[src/verilog/cec_consts.svh]
// Function
// - Frame is start bit, header, optional blocks
// - Block: eight bits MSB first, END_OF_MESSAGE_BIT, ACK
// - END_OF_MESSAGE_BIT only last block; ignore later blocks
// - END_OF_MESSAGE_BIT in header alone acts as ping
// - Initiator releases ACK; follower pulls low
// - Header: source then destination; 0xF broadcast
// - Start bit needs valid low and total
// - Falling edge ends bit; line high after last
// - Wait signal-free time: 7, 5 or 3 bits
// - Lose arbitration seeing low while released in source bits
// - Bad data-bit low duration flags bit timing error; bad start bit drops silently
// - Bad data-bit fall-to-fall interval flags period error; bad start bit drops silently
// - Both errors report only timing error
// - Either error drives 3.6 ms error bit
// - No ack, refusal, unexpected low: message lost
// - Retransmit lost message up to five times
// - Own address is header upper nibble
// - Whole messages, bytes exchanged one at a time
// - 14-bit prescaler gives 50 us quantum
// - Prescaler restarts at every bit start
// - Two-of-three majority vote on received line
// - Ignore rebounds until next whole quantum window
// - Drive only low or released, open drain
// - Falling edge captures total then restarts timer
// - Classify low duration: one, zero, start
// - Accept total durations for data and start
`ifndef CEC_CONSTS_SVH
`define CEC_CONSTS_SVH

`define CEC_QUANTUM_US 50
`define CEC_LEAST_Q(us) (10'(((us) + `CEC_QUANTUM_US - 1) / `CEC_QUANTUM_US))
`define CEC_MOST_Q(us) (10'((us) / `CEC_QUANTUM_US))

`define CEC_ONE_LOW_MIN_US 400
`define CEC_ONE_LOW_MAX_US 800
`define CEC_ZERO_LOW_MIN_US 1300
`define CEC_ZERO_LOW_MAX_US 1700
`define CEC_START_LOW_MIN_US 3500
`define CEC_START_LOW_MAX_US 3900
`define CEC_DATA_TOT_MIN_US 2050
`define CEC_DATA_TOT_MAX_US 2750
`define CEC_START_TOT_MIN_US 4300
`define CEC_START_TOT_MAX_US 4700

`define CEC_TX_START_LOW_US 3700
`define CEC_TX_START_TOT_US 4500
`define CEC_TX_ZERO_LOW_US 1500
`define CEC_TX_ONE_LOW_US 600
`define CEC_NOM_BIT_US 2400
`define CEC_ERR_LOW_US 3600

`define CEC_SFT_LAST_BITS 7
`define CEC_SFT_NEW_BITS 5
`define CEC_SFT_RETRY_BITS 3

`define CEC_MAX_RETRY 3'h5
`define CEC_BCAST_ADDR 4'hf
`define CEC_SRC_LAST_IDX 4'h3
`define CEC_DST_LAST_IDX 4'h7
`define CEC_EOM_IDX 4'h8
`define CEC_ACK_IDX 4'h9
`define CEC_REBOUND_TICKS 2'h2
`define CEC_TIMER_MAX 10'h3ff

`endif

[src/verilog/cec_pkg.sv]
package cec_pkg;

  typedef enum logic [1:0] {ST_IDLE, ST_FRAME, ST_ERR} cec_state_t;

  typedef struct packed {
    logic [7:0] data;
    logic       end_of_message_bit;
  } cec_byte_t;

  typedef struct packed {
    logic bit_timing_error;
    logic bit_period_error;
    logic arb_lost;
    logic tx_done;
    logic tx_retry;
    logic tx_fail;
  } cec_evt_t;

  typedef struct packed {
    logic [1:0] sync;
    logic [1:0] smp;
    logic       lvl;
    logic [1:0] lock;
    logic       rise;
    logic       fall;
  } cec_filt_state_t;

  typedef struct packed {
    logic [13:0] cnt;
    logic        tick;
  } cec_prescale_value_state_t;

  typedef struct packed {
    cec_state_t st;
    logic [9:0] t;
    logic [9:0] low_len;
    logic       drv;
    logic       tx_act;
    logic       start_ph;
    logic [3:0] idx;
    logic       first;
    logic [7:0] sh;
    logic       end_of_message_bit;
    logic       addr_me;
    logic       bcast;
    logic [7:0] tx_sh;
    logic       tx_eom;
    logic       tx_bit;
    cec_byte_t  tx_buf;
    logic       tx_full;
    logic       tx_pend;
    logic [2:0] retry;
    logic       last_init;
    cec_byte_t  rx;
    logic       rx_valid;
    cec_evt_t   evt;
  } cec_ctrl_state_t;

endpackage

[src/verilog/cec_prescaler.sv]
`include "cec_consts.svh"

module cec_prescaler (
  // Clock and reset
  input  wire logic        i_clk,
  input  wire logic        i_rst,
  // Control
  input  wire logic [13:0] i_prescale_value,
  input  wire logic        i_restart,
  // Quantum pulse
  output logic             o_tick
);

  cec_pkg::cec_prescale_value_state_t s_q;
  cec_pkg::cec_prescale_value_state_t s_d;

  always_comb begin
    s_d = s_q;
    s_d.tick = 1'b0;
    if (i_restart) begin
      s_d.cnt = 14'h0;
    end else if (s_q.cnt >= i_prescale_value) begin
      s_d.cnt = 14'h0;
      s_d.tick = 1'b1;
    end else begin
      s_d.cnt = s_q.cnt + 14'h1;
    end
  end

  always_ff @(posedge i_clk) begin
    if (i_rst) begin
      s_q <= '0;
    end else begin
      s_q <= s_d;
    end
  end

  assign o_tick = s_q.tick;

endmodule

[src/verilog/cec_rx_filter.sv]
`include "cec_consts.svh"

module cec_rx_filter (
  // Clock and reset
  input  wire logic i_clk,
  input  wire logic i_rst,
  // Raw line and quantum
  input  wire logic i_line,
  input  wire logic i_tick,
  // Filtered line
  output logic      o_level,
  output logic      o_rise,
  output logic      o_fall
);

  cec_pkg::cec_filt_state_t s_q;
  cec_pkg::cec_filt_state_t s_d;
  logic                     vote;

  always_comb begin
    s_d = s_q;
    s_d.rise = 1'b0;
    s_d.fall = 1'b0;
    s_d.sync = {s_q.sync[0], i_line};
    s_d.smp = {s_q.smp[0], s_q.sync[1]};
    // Majority of the newest three synchronised samples.
    vote = (s_q.sync[1] & s_q.smp[0]) | (s_q.sync[1] & s_q.smp[1])
         | (s_q.smp[0] & s_q.smp[1]);
    // The first tick after a change ends the window it fell in, so the
    // lock only lifts after a whole window has passed.
    if (s_q.lock == 2'h0 && vote != s_q.lvl) begin
      s_d.lvl = vote;
      s_d.rise = vote;
      s_d.fall = ~vote;
      s_d.lock = `CEC_REBOUND_TICKS;
    end else if (i_tick && s_q.lock != 2'h0) begin
      s_d.lock = s_q.lock - 2'h1;
    end
  end

  always_ff @(posedge i_clk) begin
    if (i_rst) begin
      s_q <= '{sync: 2'h3, smp: 2'h3, lvl: 1'b1, lock: 2'h0,
               rise: 1'b0, fall: 1'b0};
    end else begin
      s_q <= s_d;
    end
  end

  assign o_level = s_q.lvl;
  assign o_rise = s_q.rise;
  assign o_fall = s_q.fall;

endmodule

[src/verilog/cec_ctrl.sv]
`include "cec_consts.svh"

module cec_ctrl (
  // Clock and reset
  input  wire logic               i_clk,
  input  wire logic               i_rst,
  // Configuration
  input  wire logic [3:0]         i_own_addr,
  input  wire logic [13:0]        i_prescale_value,
  // Open-drain line
  input  wire logic               i_cec_i,
  output logic                    o_cec_o,
  output logic                    o_cec_oe,
  // Transmit bytes from the processor
  input  wire logic               i_tx_valid,
  input  wire cec_pkg::cec_byte_t i_tx,
  output logic                    o_tx_ready,
  // Received bytes to the processor
  output logic                    o_rx_valid,
  output cec_pkg::cec_byte_t      o_rx,
  // Event pulses
  output cec_pkg::cec_evt_t       o_evt
);

  ////////////////////////////////////////////////////////////////////////////

  cec_pkg::cec_ctrl_state_t s_q;
  cec_pkg::cec_ctrl_state_t s_d;

  logic       tick;
  logic       restart;
  logic       lvl;
  logic       rise;
  logic       fall;
  logic       lost;
  logic       begin_bit;
  logic       b;
  logic       ack_ok;
  logic [9:0] signal_free_time;
  logic [9:0] tot;

  function automatic logic in_rng(input logic [9:0] v,
                                  input logic [9:0] lo,
                                  input logic [9:0] hi);
    return (v >= lo) && (v <= hi);
  endfunction

  // Signal-free wait in quanta. A retry waits least and a follow-on
  // frame of our own longest, so others get a fair chance at the line.
  function automatic logic [9:0] sft_quanta(input logic retrying,
                                            input logic follow_on);
    if (retrying) begin
      return `CEC_LEAST_Q(`CEC_SFT_RETRY_BITS * `CEC_NOM_BIT_US);
    end else if (follow_on) begin
      return `CEC_LEAST_Q(`CEC_SFT_LAST_BITS * `CEC_NOM_BIT_US);
    end
    return `CEC_LEAST_Q(`CEC_SFT_NEW_BITS * `CEC_NOM_BIT_US);
  endfunction

  // Data low-time classes. Anything in neither window is a timing error.
  function automatic logic low_is_one(input logic [9:0] v);
    return in_rng(v, `CEC_LEAST_Q(`CEC_ONE_LOW_MIN_US),
                  `CEC_MOST_Q(`CEC_ONE_LOW_MAX_US));
  endfunction

  function automatic logic low_is_zero(input logic [9:0] v);
    return in_rng(v, `CEC_LEAST_Q(`CEC_ZERO_LOW_MIN_US),
                  `CEC_MOST_Q(`CEC_ZERO_LOW_MAX_US));
  endfunction

  // Next bit on the wire: payload MSB first, the end flag, then a
  // released acknowledge slot for the follower to pull down.
  function automatic logic bit_to_send(input logic [3:0] idx,
                                       input logic [7:0] sh,
                                       input logic       end_of_message_bit);
    if (idx < `CEC_EOM_IDX) begin
      return sh[3'(7 - idx)];
    end else if (idx == `CEC_EOM_IDX) begin
      return end_of_message_bit;
    end
    return 1'b1;
  endfunction

  cec_prescaler u_prescale_value (
    .i_clk            (i_clk),
    .i_rst            (i_rst),
    .i_prescale_value (i_prescale_value),
    .i_restart        (restart),
    .o_tick           (tick)
  );

  cec_rx_filter u_filt (
    .i_clk   (i_clk),
    .i_rst   (i_rst),
    .i_line  (i_cec_i),
    .i_tick  (tick),
    .o_level (lvl),
    .o_rise  (rise),
    .o_fall  (fall)
  );

  ////////////////////////////////////////////////////////////////////////////

  always_comb begin
    s_d = s_q;
    s_d.rx_valid = 1'b0;
    s_d.evt = '0;
    restart = 1'b0;
    lost = 1'b0;
    begin_bit = 1'b0;
    b = 1'b0;
    ack_ok = 1'b0;

    // Quantum timer, saturating so a long idle line reads as free.
    if (tick && s_q.t != `CEC_TIMER_MAX) begin
      s_d.t = s_q.t + 10'h1;
    end

    // The wait runs from the last falling edge seen, which is the start
    // of the final bit of the previous frame.
    signal_free_time = sft_quanta(s_q.retry != 3'h0, s_q.last_init);
    tot = s_q.start_ph ? `CEC_LEAST_Q(`CEC_TX_START_TOT_US)
                       : `CEC_LEAST_Q(`CEC_NOM_BIT_US);

    // One byte buffered at a time; the first byte of a message is the
    // header and gets our own address as its source nibble.
    if (i_tx_valid && !s_q.tx_full) begin
      s_d.tx_buf = i_tx;
      s_d.tx_full = 1'b1;
      if (!s_q.tx_pend) begin
        s_d.tx_pend = 1'b1;
        s_d.tx_buf.data[7:4] = i_own_addr;
      end
    end

    unique case (s_q.st)
      cec_pkg::ST_IDLE: begin
        if (fall) begin
          s_d.st = cec_pkg::ST_FRAME;
          s_d.start_ph = 1'b1;
          s_d.t = 10'h0;
          restart = 1'b1;
          s_d.idx = 4'h0;
          s_d.first = 1'b1;
          s_d.addr_me = 1'b0;
          s_d.bcast = 1'b0;
          s_d.low_len = `CEC_LEAST_Q(`CEC_TX_START_LOW_US);
        end else if (s_q.tx_pend && s_q.tx_full && !s_q.tx_act && lvl
                     && s_q.t >= signal_free_time) begin
          // Start bit; any other start seen together joins arbitration.
          s_d.drv = 1'b1;
          s_d.tx_act = 1'b1;
          s_d.tx_sh = s_q.tx_buf.data;
          s_d.tx_eom = s_q.tx_buf.end_of_message_bit;
          s_d.tx_bit = 1'b1;
          s_d.tx_full = 1'b0;
        end
      end

      cec_pkg::ST_FRAME: begin
        if (s_q.drv && s_q.t >= s_q.low_len && s_q.t < tot) begin
          s_d.drv = 1'b0;
        end else if (s_q.tx_act && !s_q.drv && lvl && s_q.t >= tot) begin
          s_d.drv = 1'b1;
        end

        if (fall) begin
          s_d.t = 10'h0;
          restart = 1'b1;
          if (s_q.start_ph) begin
            if (in_rng(s_q.t, `CEC_LEAST_Q(`CEC_START_TOT_MIN_US),
                       `CEC_MOST_Q(`CEC_START_TOT_MAX_US))) begin
              s_d.start_ph = 1'b0;
              begin_bit = 1'b1;
              if (!s_q.tx_act) begin
                s_d.last_init = 1'b0;
              end
            end else begin
              // A bad start is dropped silently.
              s_d.st = cec_pkg::ST_IDLE;
              s_d.drv = 1'b0;
              lost = s_q.tx_act;
            end
          end else if (!in_rng(s_q.t, `CEC_LEAST_Q(`CEC_DATA_TOT_MIN_US),
                              `CEC_MOST_Q(`CEC_DATA_TOT_MAX_US))) begin
            s_d.evt.bit_period_error = 1'b1;
            s_d.st = cec_pkg::ST_ERR;
            s_d.drv = 1'b1;
            lost = s_q.tx_act;
          end else begin
            begin_bit = 1'b1;
          end
        end else if (rise) begin
          if (s_q.start_ph) begin
            if (!in_rng(s_q.t, `CEC_LEAST_Q(`CEC_START_LOW_MIN_US),
                        `CEC_MOST_Q(`CEC_START_LOW_MAX_US))) begin
              s_d.st = cec_pkg::ST_IDLE;
              s_d.drv = 1'b0;
              lost = s_q.tx_act;
            end
          end else if (!low_is_one(s_q.t) && !low_is_zero(s_q.t)) begin
            // The period check of this bit never runs: timing wins.
            s_d.evt.bit_timing_error = 1'b1;
            s_d.st = cec_pkg::ST_ERR;
            s_d.drv = 1'b1;
            s_d.t = 10'h0;
            restart = 1'b1;
            lost = s_q.tx_act;
          end else begin
            b = low_is_one(s_q.t);
            if (s_q.tx_act && s_q.tx_bit && !b && s_q.idx != `CEC_ACK_IDX)
            begin
              if (s_q.first && s_q.idx <= `CEC_SRC_LAST_IDX) begin
                // Already released; drop out and follow the winner.
                s_d.tx_act = 1'b0;
                s_d.drv = 1'b0;
                s_d.evt.arb_lost = 1'b1;
              end else begin
                lost = 1'b1;
              end
            end
            if (s_q.idx < `CEC_EOM_IDX) begin
              s_d.sh = {s_q.sh[6:0], b};
              if (s_q.first && s_q.idx == `CEC_DST_LAST_IDX) begin
                s_d.addr_me = ({s_q.sh[2:0], b} == i_own_addr);
                s_d.bcast = ({s_q.sh[2:0], b} == `CEC_BCAST_ADDR);
              end
              s_d.idx = s_q.idx + 4'h1;
            end else if (s_q.idx == `CEC_EOM_IDX) begin
              s_d.end_of_message_bit = b;
              s_d.idx = s_q.idx + 4'h1;
            end else begin
              if (s_q.tx_act && !lost) begin
                ack_ok = s_q.bcast ? b : !b;
                if (!ack_ok) begin
                  lost = 1'b1;
                end else if (s_q.end_of_message_bit) begin
                  s_d.evt.tx_done = 1'b1;
                  s_d.tx_act = 1'b0;
                  s_d.tx_pend = 1'b0;
                  s_d.retry = 3'h0;
                  s_d.last_init = 1'b1;
                end else if (s_q.tx_full) begin
                  s_d.tx_sh = s_q.tx_buf.data;
                  s_d.tx_eom = s_q.tx_buf.end_of_message_bit;
                  s_d.tx_full = 1'b0;
                end else begin
                  lost = 1'b1;
                end
              end else if (!s_q.tx_act && (s_q.addr_me || s_q.bcast)) begin
                s_d.rx_valid = 1'b1;
                s_d.rx = '{data: s_q.sh, end_of_message_bit: s_q.end_of_message_bit};
              end
              s_d.idx = 4'h0;
              s_d.first = 1'b0;
              if (s_q.end_of_message_bit) begin
                // Bits after this need a fresh start bit, so any
                // trailing blocks are ignored.
                s_d.st = cec_pkg::ST_IDLE;
                s_d.tx_act = 1'b0;
              end
            end
          end
        end else if (s_q.t > `CEC_MOST_Q(`CEC_START_TOT_MAX_US)) begin
          // Frame stalled: the line stuck high or low too long.
          s_d.st = cec_pkg::ST_IDLE;
          s_d.drv = 1'b0;
          lost = s_q.tx_act;
        end

        // Our own bits are received as well, so a frame we send passes
        // through the same checks as one sent by anybody else.
        if (begin_bit) begin
          if (s_q.tx_act || (s_q.start_ph && s_d.tx_act)) begin
            s_d.tx_bit = bit_to_send(s_q.idx, s_q.tx_sh, s_q.tx_eom);
            s_d.low_len = s_d.tx_bit ? `CEC_LEAST_Q(`CEC_TX_ONE_LOW_US)
                                     : `CEC_LEAST_Q(`CEC_TX_ZERO_LOW_US);
          end else if (s_q.idx == `CEC_ACK_IDX && s_q.addr_me) begin
            // As the addressed follower we acknowledge with a zero.
            s_d.drv = 1'b1;
            s_d.low_len = `CEC_LEAST_Q(`CEC_TX_ZERO_LOW_US);
          end
        end
      end

      // Error bit: hold the line low for the nominal length, then go
      // idle with the timer already counting signal-free time.
      cec_pkg::ST_ERR: begin
        if (s_q.t >= `CEC_LEAST_Q(`CEC_ERR_LOW_US)) begin
          s_d.drv = 1'b0;
          s_d.st = cec_pkg::ST_IDLE;
        end
      end
    endcase

    // The error bit is timed from its own first edge, whichever check
    // raised it.
    if (s_d.st == cec_pkg::ST_ERR && s_q.st != cec_pkg::ST_ERR) begin
      s_d.t = 10'h0;
      restart = 1'b1;
    end

    // A lost message is offered again until the retry budget runs out;
    // the processor resupplies it from the header on each retry pulse.
    if (lost) begin
      s_d.tx_act = 1'b0;
      s_d.tx_full = 1'b0;
      if (s_q.st != cec_pkg::ST_ERR && s_d.st != cec_pkg::ST_ERR) begin
        s_d.drv = 1'b0;
      end
      if (s_q.retry < `CEC_MAX_RETRY) begin
        s_d.retry = s_q.retry + 3'h1;
        s_d.evt.tx_retry = 1'b1;
        s_d.tx_pend = 1'b0;
      end else begin
        s_d.retry = 3'h0;
        s_d.evt.tx_fail = 1'b1;
        s_d.tx_pend = 1'b0;
      end
    end
  end

  ////////////////////////////////////////////////////////////////////////////

  always_ff @(posedge i_clk) begin
    if (i_rst) begin
      s_q <= '0;
      s_q.st <= cec_pkg::ST_IDLE;
      s_q.t <= `CEC_TIMER_MAX;
    end else begin
      s_q <= s_d;
    end
  end

  // Never drive high: the pull-up makes the one level.
  assign o_cec_o = 1'b0;
  assign o_cec_oe = s_q.drv;
  assign o_tx_ready = ~s_q.tx_full;
  assign o_rx_valid = s_q.rx_valid;
  assign o_rx = s_q.rx;
  assign o_evt = s_q.evt;

endmodule

[config.mk]
export PLATFORM = sky130hd
export DESIGN_NAME = cec_ctrl
export DESIGN_NICKNAME = d
export VERILOG_FILES = /design/src/verilog/cec_pkg.sv /design/src/verilog/cec_prescaler.sv /design/src/verilog/cec_rx_filter.sv /design/src/verilog/cec_ctrl.sv
export VERILOG_INCLUDE_DIRS = /design/src /design/src/verilog
export SDC_FILE = /design/constraint.sdc
export NUM_CORES = 1
export LEC_CHECK = 0
export ABC_AREA = 1
export BUFFER_PORTS_ARGS = -buffer_cell sky130_fd_sc_hd__buf_4
export CORE_ASPECT_RATIO = 1.4
export CORE_MARGIN = 1.5
export CORE_UTILIZATION = 35
export DETAILED_ROUTE_END_ITERATION = 10
export GPL_ROUTABILITY_DRIVEN = 0
export GPL_TIMING_DRIVEN = 1
export SYNTH_ARGS = -nofsm -noshare
export SYNTH_HDL_FRONTEND = slang
export SYNTH_SLANG_ARGS = --single-unit
[constraint.sdc]
create_clock -name i_clk -period 3.1 [get_ports i_clk]
set_input_delay 0.62 -clock i_clk [delete_from_list [all_inputs] [get_ports i_clk]]
set_output_delay 0.62 -clock i_clk [all_outputs]
set_load 0.1 [all_outputs]
==> tab_implementation.tex <==
\begin{tabular}{lr}
\hline
Metric & Value \\
\hline
\multicolumn{2}{l}{\textbf{Power and ir drop}} \\
Reg power frac & 42.4\% \\
Net load switching power & between 1 and 1.5 mW \\
Internal power & $\sim$2.3 mW \\
Maximum vdd ir drop & approximately 0.24 mV \\
Clock Power Share & 29.9\% \\
Final Total Pwr & 3.75 mW \\
Total power per unit cell area & 549 nW/um2 \\
Lkg Pwr & 3.03 nW \\
Share of power burned in combinational logic & roughly 28\% \\
Switching part of the total power & a little under two fifths \\
\multicolumn{2}{l}{\textbf{Die}} \\
Core outline area & between 15000 and 20000 um2 \\
Top-level I/O count & 50 \\
Die area & 18300 um2 \\
Initial cell density of the core & 35.5\% \\
Std-Cell Rows & 57 \\
Die Wd & 115 um \\
Die height & $\sim$160 um \\
\multicolumn{2}{l}{\textbf{Clock network}} \\
Inserted Clock Buffers & 9 \\
Number of hold buffers added after CTS & 0 \\
Clock tree buffer depth & 2 \\
Latest clock arrival within the worst-skew pair & 350 ps \\
Buffer type at the clock tree root & clkbuf\_16 \\
H-tree depth & 3 \\
CTS tree & done \\
Buffers inserted during post-CTS setup optimization & 0 \\
Clock-pin slew reported for the worst setup and hold paths after clock tree synthesis & roughly 80 ps \\
Number of instances resized during post-cts repair & 0 \\
Count of clock tree sinks & 101 \\
\multicolumn{2}{l}{\textbf{Global routing}} \\
Vias in the first global route & between 5000 and 6000 \\
GRT Resource Usage Total & roughly 17\% \\
Initial antenna violation count & 0 \\
Largest net degree at the start of global routing & 34 \\
Global-route wire length before repair & about 25 mm \\
Grt total ovfl & 0 \\
\multicolumn{2}{l}{\textbf{STA}} \\
Total negative slack for setup checks & 0 ps \\
Slew at the pin closest to its max-slew limit & 901 ps \\
Highest clock rate & about 380 MHz \\
Minimum clock period & 2630 ps \\
\# setup viols final & 0 \\
Clock tree skew after final layout & around 10 ps \\
Max-slew headroom & $\sim$40\% \\
Share of the clock period used by the worst path & roughly 85\% \\
Final number of hold-violating endpoints & 0 \\
Final Hold Slack & 421 ps \\
Slack of the critical path & $\sim$470 ps \\
Max-slew violation count & 0 \\
Setup repair after global routing missed its margin & no \\
\multicolumn{2}{l}{\textbf{Routing}} \\
Router iterations before antenna repair & 5 \\
Post-route DRC violation count & 0 \\
DR iter-0 viols & between 200 and 300 \\
Number of routed nets with antenna violations & 0 \\
Per-cell routed wire length & 13.1 um \\
Routed vias & around 5600 \\
Vias per cell & 4.88 \\
Total Routed Length & between 15 and 20 mm \\
\multicolumn{2}{l}{\textbf{Worst setup path}} \\
Longest individual stage delay on the worst path & about 340 ps \\
CP startpoint kind & flip-flop \\
Required time of the worst setup path & around 3300 ps \\
Crit-path cells & inv\_1, ha\_1, nand2\_1, nor2\_1, inv\_1, ha\_1, nand4\_1, o221ai\_1, nand4\_1, o21ai\_0, nand2\_1, inv\_2, nand2\_2, o21ai\_1, nor2\_1 \\
Setup CP Type & reg -> reg \\
Worst endpoint data arrival time & 2860 ps \\
Cell with the biggest individual delay on the critical path & dfxtp\_1 \\
Biggest fanout along the worst timing path & 13 \\
Endpoint class of the critical path & flip-flop \\
\multicolumn{2}{l}{\textbf{Placed design}} \\
Dpl ws & around 500 ps \\
Cell total after placement & $\sim$1100 \\
Total cell area at the placement stage & about 6500 um2 \\
IO buf count & 48 \\
Estimated wirelength of the detail-placed design & between 10 and 15 mm \\
\multicolumn{2}{l}{\textbf{Yosys}} \\
Most used standard cell by instance count after synthesis & nand2\_1 \\
Number of synthesized register bits & 101 \\
Cell accounting for the most synthesized area & dfxtp\_1 \\
Avg Synthesized Cell Area & just under 7 um2 \\
Area contributors post-synth & dfxtp\_1 33\%, nand2\_1 10\%, ha\_1 8.4\% \\
Post-synth net total & about 950 \\
Number of synthesized flops with an enable pin & 0 \\
Warnings, synthesis & 0 \\
Sequential area share after synthesis & between 30\% and 40\% \\
Combined area of all synthesized cells & around 6100 um2 \\
Ranking of synthesized cells by instance count & 168 x nand2\_1, 119 x inv\_1, 101 x dfxtp\_1, 101 x nor2\_1, 70 x a21oi\_1 \\
Flip-flop cell with the highest count after synthesis & dfxtp\_1 \\
Fraction of synthesis flops using an asynchronous set or reset pin & 0\% \\
Count of unique library cells instantiated by Yosys & 50 \\
Fraction of post-synthesis cell area in the top cell type by area & 33.0\% \\
Instance count of the mapped netlist & 881 \\
\multicolumn{2}{l}{\textbf{Final layout}} \\
Share of cells above drive strength 1 & between 10\% and 20\% \\
Layout Utilization & between 30 and 40\% \\
Non-filler instance count after layout & between 1000 and 1500 \\
Number of nets in the finished design & roughly 980 \\
Signed area change from the synthesized netlist to the final layout & 11.2\% \\
Post-route standard cell area excluding fillers & between 6000 and 7000 um2 \\
\# diodes & 0 \\
\multicolumn{2}{l}{\textbf{Run}} \\
Max-cap check violation count & 0 \\
\multicolumn{2}{l}{\textbf{Worst hold path}} \\
HP Class & reg -> reg \\
\multicolumn{2}{l}{\textbf{Status}} \\
Outcome & complete, no violations \\
\hline
\end{tabular}
kinds of logic (layout without fill, tap and decap cells):
kind of cell	Yosys count	count (layout)	synth area share (%)
AND/OR/NAND/NOR	406	406	30.1
buffers and inverters	166	194	12.5
AO/OA/AOI/OAI	144	144	12.9
flip-flops	101	101	33.0
adder cells (fa/ha/maj)	41	41	8.36
XOR/XNOR	22	22	3.14
other	1	1	0.0611
worst max-delay path: cells and delay by family (launching register included):
family	cells	cell delay (ps)
buf+inv	3	280
fa+ha+maj	2	440
simple gates	7	840
flops	1	340
compound gates	3	600
sequential cells by signal, summed over array words and instances, names as in the netlist:
signal and flops:
o_cec_oe 1, u_filt.o_rise 1, u_prescale_value.o_tick 1, u_filt.o_fall 1, o_evt 6, o_rx 9
o_rx_valid 1, u_filt.o_level 1, u_filt.s_q 3, s_q 60, u_prescale_value.s_q 14, u_filt.s_d 3
path summary, 6_finish.rpt:
kind / endpoint / cells past startpoint / startpoint / slack, ps
worst min-delay path: u_filt.s_d[5] / 1 / u_filt.s_d[8] / 420
worst max register to register: s_q[37] / 15 / s_q[17] / 470
worst max-delay path: s_q[37] / 15 / s_q[17] / 470
worst min register to register: u_filt.s_d[5] / 1 / u_filt.s_d[8] / 420
placed cells by master, fill, tap and decap left out, types with 18 or more instances in the layout:
cell / synthesis / layout
nand2_1: 168 / 168
nor2_1: 101 / 101
buf_4: 18 / 52
ha_1: 41 / 41
o21ai_0: 46 / 46
a21oi_1: 70 / 70
dfxtp_1: 101 / 101
xor2_1: 18 / 18
nand3_1: 58 / 58
inv_1: 119 / 119
layout make-up:
type                    count  area [um2]
inverters                 126         478
clock inverters             7        66.3
multi-input cells         614        3340
well taps                 236         295
clock buffers               9         225
fillers                  1912       10400
repair buffers             52         390
flip-flops and latches    101        2020
power by group through the flow:
stage,clock (mW),sequential (mW),combinational [mW]
after floorplan,0,1.56,0.867
after global placement,0,1.62,1.03
after detailed placement,0,1.62,1.04
after CTS,1.15,1.59,1.04
after global routing,1.20,1.61,1.20
final,1.12,1.59,1.04
routing by layer:
layer  part of all wire (%)  routed length, um  track usage (%)  vias up
li1                       -                  -                -     2880
met1                     44               6570             21.6     2504
met2                     47               7140             28.3      162
met3                    4.8                716             3.07       41
met4                    4.1                622             7.86        0
met5                      0                  0                0        -
Power figures use the tool's default switching activity.
